===== src/baud_time_base_pkg.sv =====
`default_nettype none
package baud_time_base_pkg;

	// ************************************************************
	// Register map
	// ************************************************************
	localparam logic [7:0] ADDR_CTRL   = 8'h00;
	localparam logic [7:0] ADDR_STATUS = 8'h04;
	localparam logic [7:0] ADDR_COUNT  = 8'h08;

	// ************************************************************
	// Field positions
	// ************************************************************
	localparam int CTRL_W       = 5;
	localparam int STAT_SIGNAL  = 0;
	localparam int STAT_CYCLE   = 1;
	localparam int STAT_BYPASS  = 2;
	localparam int STAT_ENABLE  = 3;

	// ************************************************************
	// Settings and counts
	// ************************************************************
	localparam int           NUM_OSC      = 4;
	localparam int           DIV_STAGES   = 4;
	localparam int           COUNT_W      = 7;
	localparam logic [2:0]   RATE_150_BAUD = 3'h5;
	localparam logic [15:0]  OSC_MAP      = 16'hFA50;
	localparam logic [6:0]   COUNT_PRESET = 7'h7F;
	localparam logic [3:0]   TICK_STAGES  = 4'hF;
	localparam int           FILTER_CYCLES = 8;

	typedef struct packed {
		logic       polarity_select;
		logic       glitch_filter_enable;
		logic [2:0] rate_select;
	} ctrl_t;

	localparam ctrl_t CTRL_RESET = 5'h00;

endpackage
`default_nettype wire


===== src/time_base_divider.sv =====
`timescale 1ns/10ps
`default_nettype none
module time_base_divider #(
	parameter int STAGES = baud_time_base_pkg::DIV_STAGES
) (
	input  wire logic              core_clk,
	input  wire logic              rstn,
	input  wire logic              trig,
	input  wire logic              bypass,
	output logic [STAGES-1:0]      stage_q,
	output logic                   tick
);

	// ************************************************************
	// Toggle stages
	// ************************************************************
	logic [STAGES-1:0] stage_reg;
	logic [STAGES-1:0] trig_in;
	logic [STAGES-1:0] rise;

	assign trig_in[0] = trig;

	genvar k;
	generate
		for (k = 0; k < STAGES; k++) begin : g_stage
			assign rise[k] = trig_in[k] & ~stage_reg[k];
			if (k == STAGES - 1) begin : g_last
				assign trig_in[k] = bypass ? rise[k-2] : rise[k-1];
			end else if (k > 0) begin : g_mid
				assign trig_in[k] = rise[k-1];
			end
			always_ff @(posedge core_clk or negedge rstn) begin
				if (!rstn)
					stage_reg[k] <= 1'b0;
				else if (k == STAGES - 2 && bypass)
					stage_reg[k] <= 1'b0;
				else if (trig_in[k])
					stage_reg[k] <= ~stage_reg[k];
			end
		end
	endgenerate

	always_ff @(posedge core_clk or negedge rstn) begin
		if (!rstn)
			tick <= 1'b0;
		else
			tick <= rise[STAGES-1];
	end

	assign stage_q = stage_reg;

endmodule // time_base_divider
`default_nettype wire


===== src/line_input_shaper.sv =====
`timescale 1ns/10ps
`default_nettype none
module line_input_shaper #(
	parameter int FILTER_CYCLES = baud_time_base_pkg::FILTER_CYCLES
) (
	input  wire logic core_clk,
	input  wire logic rstn,
	input  wire logic line_mark_in,
	input  wire logic line_space_in,
	input  wire logic polarity_select,
	input  wire logic glitch_filter_enable,
	output logic      shaped_mark,
	output logic      start_edge
);

	// ************************************************************
	// Synchroniser and keyers
	// ************************************************************
	logic [1:0] meta_reg;
	logic [1:0] sync_reg;
	logic       keyer_mark;
	logic       keyer_space;
	logic       raw_mark;
	logic [7:0] hold_reg;
	logic       shaped_reg;
	logic       shaped_next;

	always_ff @(posedge core_clk or negedge rstn) begin
		if (!rstn) begin
			meta_reg <= 2'h1;
			sync_reg <= 2'h1;
		end else begin
			meta_reg <= {line_space_in, line_mark_in};
			sync_reg <= meta_reg;
		end
	end

	assign keyer_mark  = polarity_select ? sync_reg[1] : sync_reg[0];
	assign keyer_space = polarity_select ? sync_reg[0] : sync_reg[1];
	assign raw_mark    = keyer_mark & ~keyer_space;

	// ************************************************************
	// Spike and hole filter
	// ************************************************************
	assign shaped_next = (raw_mark == shaped_reg) ? shaped_reg :
		(!glitch_filter_enable ||
		 hold_reg == 8'(FILTER_CYCLES - 1)) ? raw_mark : shaped_reg;

	always_ff @(posedge core_clk or negedge rstn) begin
		if (!rstn) begin
			hold_reg   <= 8'h00;
			shaped_reg <= 1'b1;
			start_edge <= 1'b0;
		end else begin
			hold_reg   <= (raw_mark == shaped_reg ||
				shaped_next != shaped_reg) ? 8'h00 : hold_reg + 8'h01;
			shaped_reg <= shaped_next;
			start_edge <= shaped_reg & ~shaped_next;
		end
	end

	assign shaped_mark = shaped_reg;

endmodule // line_input_shaper
`default_nettype wire


===== src/baud_time_base_generator.sv =====
// Our own choices: the APB slave port and the address map.
`timescale 1ns/10ps
`default_nettype none
module baud_time_base_generator #(
	parameter int NUM_OSC       = baud_time_base_pkg::NUM_OSC,
	parameter int FILTER_CYCLES = baud_time_base_pkg::FILTER_CYCLES
) (
	input  wire logic               core_clk,
	input  wire logic               rstn,
	input  wire logic               psel,
	input  wire logic               penable,
	input  wire logic               pwrite,
	input  wire logic [7:0]         paddr,
	input  wire logic [31:0]        pwdata,
	output logic [31:0]             prdata,
	output logic                    pready,
	output logic                    pslverr,
	input  wire logic [NUM_OSC-1:0] osc_in,
	input  wire logic               line_mark_in,
	input  wire logic               line_space_in,
	input  wire logic               char_enable_in,
	output logic                    signal_indicator,
	output logic                    first_sampler_level,
	output logic                    sampler_clock,
	output logic                    counter_preset,
	output logic [6:0]              bit_count,
	output logic                    char_restart,
	output logic                    char_cycle
);

	// ************************************************************
	// Declarations
	// ************************************************************
	baud_time_base_pkg::ctrl_t ctrl_reg;
	logic [31:0]               prdata_reg;
	logic                      pready_reg;
	logic                      pslverr_reg;
	logic [NUM_OSC-1:0]        osc_meta_reg;
	logic [NUM_OSC-1:0]        osc_sync_reg;
	logic                      osc_prev_reg;
	logic                      shaper_pulse_reg;
	logic [3:0]                div_stage;
	logic                      div_tick;
	logic                      shaped_mark;
	logic                      start_edge;
	logic                      en_prev_reg;
	logic                      sampler_reg;
	logic                      preset_reg;
	logic [6:0]                count_reg;
	logic [6:0]                count_next;
	logic                      cycle_reg;

	// ************************************************************
	// APB decode
	// ************************************************************
	wire        apb_access = psel & penable;
	wire        apb_first  = apb_access & ~pready_reg;
	wire        apb_done   = apb_access & pready_reg;
	wire        hit_ctrl   = paddr == baud_time_base_pkg::ADDR_CTRL;
	wire        hit_status = paddr == baud_time_base_pkg::ADDR_STATUS;
	wire        hit_count  = paddr == baud_time_base_pkg::ADDR_COUNT;
	wire        addr_ok    = hit_ctrl | hit_status | hit_count;
	wire        ctrl_write = apb_done & pwrite & hit_ctrl & ~pslverr_reg;
	wire [31:0] rd_ctrl    = {27'h0, ctrl_reg};
	wire [31:0] rd_count   = {25'h0, count_reg};
	wire        bypass;
	wire [31:0] rd_status;
	wire [31:0] rd_data;

	assign rd_status = {28'h0000000, char_enable_in, bypass,
		cycle_reg, shaped_mark};
	assign rd_data = hit_ctrl   ? rd_ctrl   :
	                 hit_status ? rd_status :
	                 hit_count  ? rd_count  : 32'h00000000;

	// ************************************************************
	// APB slave registers
	// ************************************************************
	always_ff @(posedge core_clk or negedge rstn) begin
		if (!rstn) begin
			pready_reg  <= 1'b0;
			pslverr_reg <= 1'b0;
			prdata_reg  <= 32'h00000000;
		end else begin
			pready_reg  <= apb_first;
			pslverr_reg <= apb_first & ~addr_ok;
			if (apb_first && !pwrite)
				prdata_reg <= rd_data;
		end
	end

	always_ff @(posedge core_clk or negedge rstn) begin
		if (!rstn)
			ctrl_reg <= baud_time_base_pkg::CTRL_RESET;
		else if (ctrl_write)
			ctrl_reg <= pwdata[4:0];
	end

	assign prdata  = prdata_reg;
	assign pready  = pready_reg;
	assign pslverr = pslverr_reg;

	// ************************************************************
	// Oscillator selection and shaping
	// ************************************************************
	wire [3:0] map_pos  = {ctrl_reg.rate_select, 1'b0};
	wire [1:0] osc_idx  = baud_time_base_pkg::OSC_MAP[map_pos +: 2];
	wire       osc_level = osc_sync_reg[osc_idx];

	assign bypass = ctrl_reg.rate_select ==
		baud_time_base_pkg::RATE_150_BAUD;

	always_ff @(posedge core_clk or negedge rstn) begin
		if (!rstn) begin
			osc_meta_reg <= '0;
			osc_sync_reg <= '0;
		end else begin
			osc_meta_reg <= osc_in;
			osc_sync_reg <= osc_meta_reg;
		end
	end

	always_ff @(posedge core_clk or negedge rstn) begin
		if (!rstn) begin
			osc_prev_reg     <= 1'b0;
			shaper_pulse_reg <= 1'b0;
		end else begin
			osc_prev_reg     <= osc_level;
			shaper_pulse_reg <= osc_level & ~osc_prev_reg;
		end
	end

	// ************************************************************
	// Divider chain
	// ************************************************************
	time_base_divider #(
		.STAGES (baud_time_base_pkg::DIV_STAGES)
	) u_divider (
		.core_clk (core_clk),
		.rstn     (rstn),
		.trig     (shaper_pulse_reg),
		.bypass   (bypass),
		.stage_q  (div_stage),
		.tick     (div_tick)
	);

	// ************************************************************
	// Line input
	// ************************************************************
	line_input_shaper #(
		.FILTER_CYCLES (FILTER_CYCLES)
	) u_input (
		.core_clk             (core_clk),
		.rstn                 (rstn),
		.line_mark_in         (line_mark_in),
		.line_space_in        (line_space_in),
		.polarity_select      (ctrl_reg.polarity_select),
		.glitch_filter_enable (ctrl_reg.glitch_filter_enable),
		.shaped_mark          (shaped_mark),
		.start_edge           (start_edge)
	);

	assign signal_indicator    = shaped_mark;
	assign first_sampler_level = shaped_mark;
	assign char_restart        = start_edge;

	// ************************************************************
	// Clock gate, preset and bit counter
	// ************************************************************
	wire gated_tick = div_tick & char_enable_in;
	wire enable_fall = en_prev_reg & ~char_enable_in;

	assign count_next = enable_fall ? baud_time_base_pkg::COUNT_PRESET :
		gated_tick ? count_reg + 7'h01 : count_reg;

	always_ff @(posedge core_clk or negedge rstn) begin
		if (!rstn) begin
			en_prev_reg <= 1'b0;
			sampler_reg <= 1'b0;
			preset_reg  <= 1'b0;
			count_reg   <= baud_time_base_pkg::COUNT_PRESET;
		end else begin
			en_prev_reg <= char_enable_in;
			sampler_reg <= gated_tick;
			preset_reg  <= enable_fall;
			count_reg   <= count_next;
		end
	end

	always_ff @(posedge core_clk or negedge rstn) begin
		if (!rstn)
			cycle_reg <= 1'b0;
		else if (start_edge)
			cycle_reg <= 1'b0;
		else if (enable_fall)
			cycle_reg <= 1'b1;
	end

	assign sampler_clock  = sampler_reg;
	assign counter_preset = preset_reg;
	assign bit_count      = count_reg;
	assign char_cycle     = cycle_reg;
endmodule // baud_time_base_generator
`default_nettype wire


===== config.mk =====
export PLATFORM = sky130hd
export DESIGN_NAME = baud_time_base_generator
export DESIGN_NICKNAME = d
export VERILOG_FILES = /design/src/baud_time_base_pkg.sv /design/src/time_base_divider.sv /design/src/line_input_shaper.sv /design/src/baud_time_base_generator.sv
export SDC_FILE = /design/constraint.sdc
export NUM_CORES = 1
export LEC_CHECK = 0
export BUFFER_PORTS_ARGS = -buffer_cell sky130_fd_sc_hd__buf_4
export CAP_MARGIN = 10
export CORE_MARGIN = 4
export CORE_UTILIZATION = 48
export DETAILED_ROUTE_END_ITERATION = 10
export PLACE_DENSITY_LB_ADDON = 0.25
export SYNTH_ARGS = -nofsm -noshare
export SYNTH_HDL_FRONTEND = slang
export SYNTH_SLANG_ARGS = --single-unit

===== constraint.sdc =====
create_clock -name core_clk -period 2.95 [get_ports core_clk]
set_input_delay 0.1475 -clock core_clk [delete_from_list [all_inputs] [get_ports core_clk]]
set_output_delay 0.1475 -clock core_clk [all_outputs]
set_load 0.01 [all_outputs]

# Word level (Yosys, flattened, before mapping)
# Index checks and enable logic that the tools add are counted.
totals:
  input_bits: 52
  regBits: 79
  word_cells: 90
  out_inout_bits: 47
classes:
  shift: 1
  addsub: 2
  bitwise_logic: 29
  n_reduce_logical: 9
  eq_ne: 6
  n_mux: 17
  order_cmp: 1
op_table:
  columns: ["operator", "n"]
  rows:
  - ["7-bit two-way mux", 5]
  - ["1-bit AND", 16]
  - ["8-bit by 3-bit == test with 1-bit output, second input constant", 2]
  - ["16-bit by 5-bit indexed part select with 2-bit output, first input constant", 1]
  - ["1-bit inverter", 11]
  - ["1-bit two-way mux", 10]
  - ["8-bit by 1-bit adder with 8-bit output, second input constant", 1]
  - ["8-bit by 4-bit == test with 1-bit output, second input constant", 1]
  - ["8-bit zero test", 1]
  - ["8-bit two-way mux", 1]
  - ["7-bit by 1-bit adder with 7-bit output, second input constant", 1]
  - ["2-bit nonzero test", 3]
  - ["3-bit == test, second input constant", 1]
  - ["2-bit by 3-bit < comparator with 1-bit output, second input constant", 1]
  - ["1-bit binary-select mux with 2-bit select", 1]
  - ["1-bit zero test", 2]
  - ["1-bit logical OR", 2]
  - ["1-bit bitwise OR", 2]
  - ["1-bit == test", 1]
  - ["1-bit logical AND", 1]
  - ["1-bit != test", 1]

# Longest topological paths before layout
# Gate-level depths: netlist of the first run.
depth:
  depth_word: 8
  ltp_mapped: 8
  depth_no_buf: 8

# Hierarchy
# Synthesis of the first run repeated with hierarchy kept, for this count alone.
hier_totals:
  hier_cells: 213
  hier_area_um2: 2476.1
modules_own_cells:
  columns: ["mod", "n_inst", "area_per_inst_um2", "seq_area_each_um2", "cells_each"]
  rows:
  - ["baud_time_base_generator", 1, 1647.8, 884.6, 146]
  - ["line_input_shaper", 1, 623.1, 354.1, 51]
  - ["time_base_divider", 1, 205.2, 125.1, 16]

# Worst setup path after synthesis of the first run
# Ideal clock, no wire load.
synth_timing:
  path_kind: "input to register"
  startpoint: "in paddr[1]"
  endpoint: "reg ctrl_reg[0] (netlist name)"
  setup_time_ns: 0.125
  arrival_time_ns: 1.971
  n_path_buf: 2
  stages: 6
  setup_slack_ns: 0.854
  t_required_ns: 2.825
  cell_sequence: "or4_4 > or4_1 > buf_2 > or3_1 > buf_6 > mux2_4"
synth_via:
  elab_chain_cells: 3
synth_rtl:
  columns: ["item", "line", "source"]
  rows:
  - ["from (decl)", "baud_time_base_generator.sv:13", "input wire logic [7:0] paddr,"]
  - ["8-bit zero test", "baud_time_base_generator.sv:59", "wire hit_ctrl = paddr == baud_time_base_pkg::ADDR_CTRL;"]
  - ["1-bit AND (2 in series)", "baud_time_base_generator.sv:63", "wire ctrl_write = apb_done & pwrite & hit_ctrl & ~pslverr_reg;"]
  - ["to (signal assigned)", "baud_time_base_generator.sv:94", "ctrl_reg <= baud_time_base_pkg::CTRL_RESET;"]
  - ["to (signal assigned)", "baud_time_base_generator.sv:96", "ctrl_reg <= pwdata[4:0];"]
  - ["to (decl)", "baud_time_base_generator.sv:34", "baud_time_base_pkg::ctrl_t ctrl_reg;"]
# Every way passes these cells.
# A chain may end at the register's enable or synchronous reset.

# Final worst setup path of the first run
layout_timing:
  startpoint: "reg u_input.hold_reg[3]"
  endpoint: "reg u_input.hold_reg[5]"
layout_via:
  elab_chain_cells: 7
  word_cells_on_any_way: 8
  classes_between: "1 x add/sub; 2 x eq/ne; 3 x mux; 2 x reduce/logical"
layout_rtl:
  columns: ["item", "line", "source"]
  rows:
  - ["from (decl)", "line_input_shaper.sv:24", "logic [7:0] hold_reg;"]
  - ["from (signal assigned)", "line_input_shaper.sv:55", "hold_reg <= (raw_mark == shaped_reg ||"]
  - ["8-bit by 3-bit == test with 1-bit output", "line_input_shaper.sv:47", "hold_reg == 8'(FILTER_CYCLES - 1)) ? raw_mark : shaped_reg;"]
  - ["1-bit logical OR", "line_input_shaper.sv:46", "(!glitch_filter_enable ||"]
  - ["1-bit two-way mux", "line_input_shaper.sv:47", null]
  - ["1-bit two-way mux", "line_input_shaper.sv:45", "assign shaped_next = (raw_mark == shaped_reg) ? shaped_reg :"]
  - ["1-bit != test", "line_input_shaper.sv:56", "shaped_next != shaped_reg) ? 8'h00 : hold_reg + 8'h01;"]
  - ["1-bit logical OR", "line_input_shaper.sv:55", null]
  - ["8-bit two-way mux *", "line_input_shaper.sv:56", null]
# Every way passes the cells marked *; elsewhere a longest branch is shown, timed or not.

==> results of run 1 <==
layout make-up:
cell class / count / share of cell area
Clock buffer: 5 / 0.0237
Tap cell: 67 / 0.0289
Clock inverter: 3 / 0.0151
Timing Repair Buffer: 54 / 0.147
Sequential cell: 54 / 0.470
Multi-Input combinational cell: 148 / 0.304
Inverter: 9 / 0.0116
cells by family after synthesis:
group | synth area share
AO/OA/AOI/OAI | 0.0508
AND/OR/NAND/NOR | 0.160
multiplexers | 0.0575
flip-flops | 0.565
other | 0.00155
buffers and inverters | 0.106
adder cells (fa/ha/maj) | 0.0156
XOR/XNOR | 0.0435
final timing paths:
path	to	slack, ns	cells after the start
worst max-delay path	u_input.hold_reg[5]	0.66	7
worst min-delay path	ctrl_reg[4]	0.07	2
worst max register to register	u_input.hold_reg[5]	0.66	7
worst min register to register	osc_sync_reg[2]	0.35	0
max in group asynchronous	u_input.hold_reg[6]	2.12	2
min in group asynchronous	en_prev_reg	0.39	2
per-stage QoR:
stage | setup slack [ns] | area (sq um) | hold slack, ns | utilization
2_1_floorplan | 0.854 | 2500 | -0.148 | -
3_3_place_gp | 0.617 | 2710 | 0.213 | 0.566
3_5_place_dp | 0.605 | 2710 | 0.219 | 0.566
4_1_cts | 0.608 | 2900 | 0.0595 | 0.607
5_1_grt | 0.475 | 2900 | 0.0513 | 0.607
6_report | 0.661 | 2900 | 0.0721 | 0.607
power groups by stage:
| stage | Combinational (W) | Clock [W] | Sequential (W) |
|---|---|---|---|
| 6_report | 0.000284 | 0.000491 | 0.000904 |
| 5_1_grt | 0.000319 | 0.000532 | 0.000919 |
| 4_1_cts | 0.000288 | 0.000505 | 0.000905 |
| 3_5_place_dp | 0.000279 | 0 | 0.000919 |
| 3_3_place_gp | 0.000272 | 0 | 0.000914 |
| 2_1_floorplan | 0.000170 | 0 | 0.000919 |
metal layers:
layer | share of wire | global-route usage | vias to the layer above
li1 | - | - | 787
met1 | 0.41 | 0.182 | 773
met2 | 0.51 | 0.233 | 48
met3 | 0.066 | 0.0454 | 4
met4 | 0.012 | 0.0533 | 0
met5 | 0 | 0 | -
cells in the mapped netlist:
cell type / number
a21boi_0: 1
a21oi_1: 7
and2_1: 1
buf_2: 1
buf_4: 26
buf_6: 1
clkbuf_1: 3
conb_1: 1
dfrtp_1: 44
dfstp_2: 10
ha_1: 3
inv_1: 9
mux2_2: 1
mux2_4: 5
mux2i_1: 3
mux4_2: 1
nand2_1: 24
nand2b_1: 2
nand3_1: 12
nand3b_1: 2
nor2_1: 12
nor2b_1: 6
nor3_1: 5
nor4_1: 4
o21ai_0: 5
o22a_1: 1
o22ai_1: 5
o31ai_1: 2
or3_1: 5
or4_1: 2
or4_4: 1
or4bb_1: 1
xnor2_1: 7
xor2_1: 5
critical path, delay by kind of cell (launching register included):
kind | cells | cell delay, ns
compound gates | 1 | 0.31
fa+ha+maj | 1 | 0.31
flops | 1 | 0.43
mux | 2 | 0.49
simple gates | 3 | 0.69
what timing repair did:
action / CTS / global route
gates resized for setup: 0 / 0
buffers inserted: 0 / 0
hold endpoints to repair: 51 / 0
setup endpoints to repair: 0 / 0
hold buffers: 8 / 0
==> results.md, run 1 <==
* Outcome: finished clean
* Fillers at around 420
* Ys Warns at 0
* Setup TNS at 0 ns
* Worst VDD drop at roughly 330 uV
* Clk pwr share at 0.292
* Starting density of the core at 0.504
* Grt ovf at 0
* Clock root buffer master: clkbuf_8
* Max-Slew Margin vs Limit at 0.482
* HP Start: pwdata[4]
* FP Rows at 25
* Mapped Area at 2410 sq um
* Io pins at a little under 100
* CP Launch Point: u_input.hold_reg[3]
* Final net count at 327
* HPWL after DPL at around 3300 microns
* Largest net degree at the start of global routing at 55
* # port buffers at 46
* PD cells at 579 nW/um^2
* Crit path DAT at 2.53 ns
* CTS tree: yes
* Core ar. at roughly 4800 sq um
* Max FO, Critical Path at 8
* Power consumption at 0.00168 W
* Synth cell types at 34
* Number of CTS-inserted buffers at 5
* Commonest cells after routing, fill and taps aside: buf_4, dfrtp_1, conb_1, nand2_1
* Final min period at 2.29 ns
* Critical path's slowest cell: or4_1
* Internal at 0.00123 W
* Combinational power share at 0.169
* CP max stage delay at 0.52 ns
* Worst Tran Pin Value at 0.771 ns
* Area contributors post-synth: dfrtp_1, dfstp_2, buf_4, nand2_1, mux2_4
* Startpoint types: flop
* Post-DR vias/cell at roughly 4.7
* Largest register FFs at 8
* Sequential area share after synthesis at 0.565
* Antenna-violating nets left at 0
* Die W at approximately 79 microns
* Final non-filler cell total at 340
* Total number of vias at 1612
* Leak at approximately 1.4 nW
* RR Startpoint: u_input.hold_reg[3]
* Total track usage at 0.144
* RSZ-0062 raised after global routing: false
* Worst Skew at around 0.0056 ns
* Critical Path, Cell by Cell: or4_1, o31ai_1, mux2i_1, ha_1, nand2_1, mux2_2, nor2_1
* Slew Limit Fails at 0
* Crit Path Class: reg -> reg
* Final setup vio count at 0
* First-pass GRT wire length at ~7000 microns
* Bufs on Longest Clock Path at 2
* Worst Setup End Kind: flop
* Max Cap Viol at 0
* NetSw at around 0.00044 W
* Pre-antenna DRT Iters at 4
* Detailed Route Iter0 Violations at 74
* Initial antenna violation count at 0
* Final hold violations at 0
* CP Data Required Time at 3.19 ns
* Drt wl/cell at 12.8 microns
* HP Class: in -> reg
* Worst-path clk slew at ~0.090 ns
* Die height at 78.9 microns
* Clk Latency, worst-skew pair at 0.30 ns
* Commonest non-fill, non-tap cell in the layout: buf_4
* # diodes at 0
* Flop pwr share at 0.538
* Multi-input logic area at 883 sq um
* Top cell type by total area after synthesis: dfrtp_1
* Vias in the first global route at ~1500
* Top cell type's share of synthesized area at 0.456
* Final critical-path share of the clock period at 0.776
* Syn-to-layout area delta at 20.3%
* Syn_area_per_cell at 11.1 sq um
* Share of cells above drive strength 1 at 0.264
* Fmax at around 440 MHz
* Max H-tree Level at 2
* Cells after Synth at between 200 and 250
* Drt total wl at 4350 microns
* Yosys reg bits at 54
* Cells after DPL at 324
* GP Congestion at 0.805
* DRC Markers at 0
* Sink Count at 54
* Register area at 1360 sq um
* Die footprint at slightly above 6000 sq um
* Sw frac at 0.265
No activity file was read; power rests on OpenSTA's default activity.
==> run 2: changes to the inputs <==
==> constraint.sdc (replaced) <==
create_clock -name core_clk -period 2.3 [get_ports core_clk]
set_input_delay 0.115 -clock core_clk [delete_from_list [all_inputs] [get_ports core_clk]]
set_output_delay 0.115 -clock core_clk [all_outputs]
set_load 0.01 [all_outputs]
==> run 2 against run 1 <==
Final cell count is 1.2% higher. Sequential share of layout area is 0.80 points lower. Clock skew grew 0.0044 ns. Clock-buffer cell count is the same. Maximum frequency grew 2.6%. Hold slack lost 0.033 ns. First-iteration DRC count is 9.5% higher. Critical path depth did not move. Global-route usage is 0.60 points higher. Core utilization up 1.0 points. Critical endpoint is now u_input.hold_reg[0]. Largest cell class unchanged. Largest power group unchanged. Highest routed layer unchanged.
==> results.md, run 2 (synthesis gave the netlist of run 1 again) <==
* Outcome: finished clean
* Reg2Reg Setup Slack at slightly below 0.07 ns
* Worst-path clk slew at 0.09 ns
* Max Cap Viol at 0
* Final critical-path share of the clock period at 0.970
* Io pins at 99
* Internal at 0.00148 W
* RSZ-0062 raised after global routing: true
* Final Instance Area at between 2000 and 3000 sq um
* Die height at 78.9 microns
* Post-DR vias/cell at 4.84
* Leak at 1.40 nW
* Die W at just under 80 microns
* Flop pwr share at 0.562
* Detailed Route Iter0 Violations at 81
* Buf/Inv on CP at 0
* WL met1 at roughly 1900 microns
* Uppermost routed layer: met4
* Number of CTS-inserted buffers at 5
* Cells after DPL at 327
* DRC Markers at 0
* Total number of vias at 1664
* CP Data Required Time at about 2.5 ns
* Initial antenna violation count at 0
* Clk pwr share at 0.257
* Drt total wl at 4470 microns
* Total track usage at 0.150
* Max FO, Critical Path at 8
* Largest register FFs at 8
* Vias in the first global route at 1588
* Largest net degree at the start of global routing at 55
* First-pass GRT wire length at 7330 microns
* Sink Count at 54
* Sw frac at 0.284
* Instance area at placement at roughly 2700 sq um
* NetSw at 0.000587 W
* Bufs on Longest Clock Path at 2
* Crit path DAT at about 2.5 ns
* Syn-to-layout area delta at 22.3%
* Final hold violations at 0
* Clk Latency, worst-skew pair at 0.30 ns
* Drt wl/cell at 13.0 microns
* Crit Path Class: reg -> reg
* FP Rows at 25
* Clock root buffer master: clkbuf_8
* Commonest cells after routing, fill and taps aside: buf_4, dfrtp_1, conb_1, nand2_1, nand3_1
* Slew Limit Fails at 0
* Final setup vio count at 0
* Worst Tran Pin Value at about 0.68 ns
* Final min period at 2.23 ns
* Share of cells above drive strength 1 at 0.307
* Startpoint types: flop
* HPWL after DPL at 3320 microns
* Final net count at around 330
* Pre-antenna DRT Iters at 4
* Critical path's slowest cell: or4_4
* Max H-tree Level at 2
* # port buffers at 46
* Routed wl met3 at approximately 280 microns
* Max-Slew Margin vs Limit at 0.545
* Grt ovf at 0
* Worst VDD drop at 355 uV
* Core ar. at 4790 sq um
* Commonest non-fill, non-tap cell in the layout: buf_4
* Critical Path, Cell by Cell: or4_4, o31ai_4, mux2i_1, ha_1, nand2_1, mux2_4, nor2_2
* # diodes at 0
* Final non-filler cell total at approximately 340
* HP Class: in -> reg
* Worst Setup End Kind: flop
* Worst Skew at 0.00998 ns
* Antenna-violating nets left at 0
* CP max stage delay at 0.53 ns
* Fmax at 448 MHz
* Crit path max-delay family: simple AND/OR/NAND/NOR gates
* Met2 wire length at 2210 microns
* Final core utilization at 0.617
* PD cells at between 600 and 700 nW/um^2
* Die footprint at 6230 sq um
* GP Congestion at 0.850
* CTS tree: yes
* Starting density of the core at 0.504
* Combinational power share at 0.180
==> run 2: worst paths after layout <==
| path | startpoint | to | depth (start not counted) |
|---|---|---|---|
| max in group asynchronous | rstn | u_input.start_edge | 2 |
| worst min register to register | osc_meta_reg[1] | osc_sync_reg[1] | 0 |
| worst max register to register | u_input.hold_reg[6] | u_input.hold_reg[0] | 7 |
| worst min-delay path | pwdata[2] | ctrl_reg[2] | 2 |
| min in group asynchronous | rstn | counter_preset | 2 |
| worst max-delay path | u_input.hold_reg[6] | u_input.hold_reg[0] | 7 |
==> run 2: stage by stage <==
stage                     TNS [ns]  hold slack, ns  setup slack [ns]  power [W]
after floorplan                  0          -0.181             0.218    0.00140
after global placement           0           0.179            0.0319    0.00152
after detailed placement    -0.103           0.183           -0.0175    0.00154
after CTS                        0          0.0320           0.00693    0.00209
after global routing        -0.166          0.0121           -0.0266    0.00219
final                            0          0.0395            0.0686    0.00207
==> run 2: repair_timing <==
action                                  CTS  global route
hold buffers                              8             0
hold endpoints to repair                 51             0
buffers inserted                          0             1
resized for setup                         1            10
endpoints found under the setup margin    8             8
gates cloned                              0             0
pin swaps                                 0             9
==> run 2: per-layer routing <==
layer / vias to the layer above / track usage
met3: 10 / 0.0385
met4: 0 / 0.0601
met5: - / 0
li1: 797 / -
met2: 52 / 0.246
met1: 805 / 0.191
==> run 2: power groups by stage <==
stage | logic, W | clock network [W] | registers, W
4_1_cts | 0.000373 | 0.000552 | 0.00116
2_1_floorplan | 0.000217 | 0 | 0.00118
5_1_grt | 0.000419 | 0.000596 | 0.00118
3_3_place_gp | 0.000349 | 0 | 0.00117
6_report | 0.000373 | 0.000531 | 0.00116
3_5_place_dp | 0.000362 | 0 | 0.00118
==> run 2: final cells by class <==
type / count / area [sq um]
Timing Repair Buffer: 58 / 455
Tap cell: 67 / 83.8
Inverter: 9 / 33.8
Sequential cell: 54 / 1360
Clock inverter: 3 / 25.0
Multi-Input combinational cell: 148 / 922
Clock buffer: 5 / 68.8
Fill cell: 409 / 1830
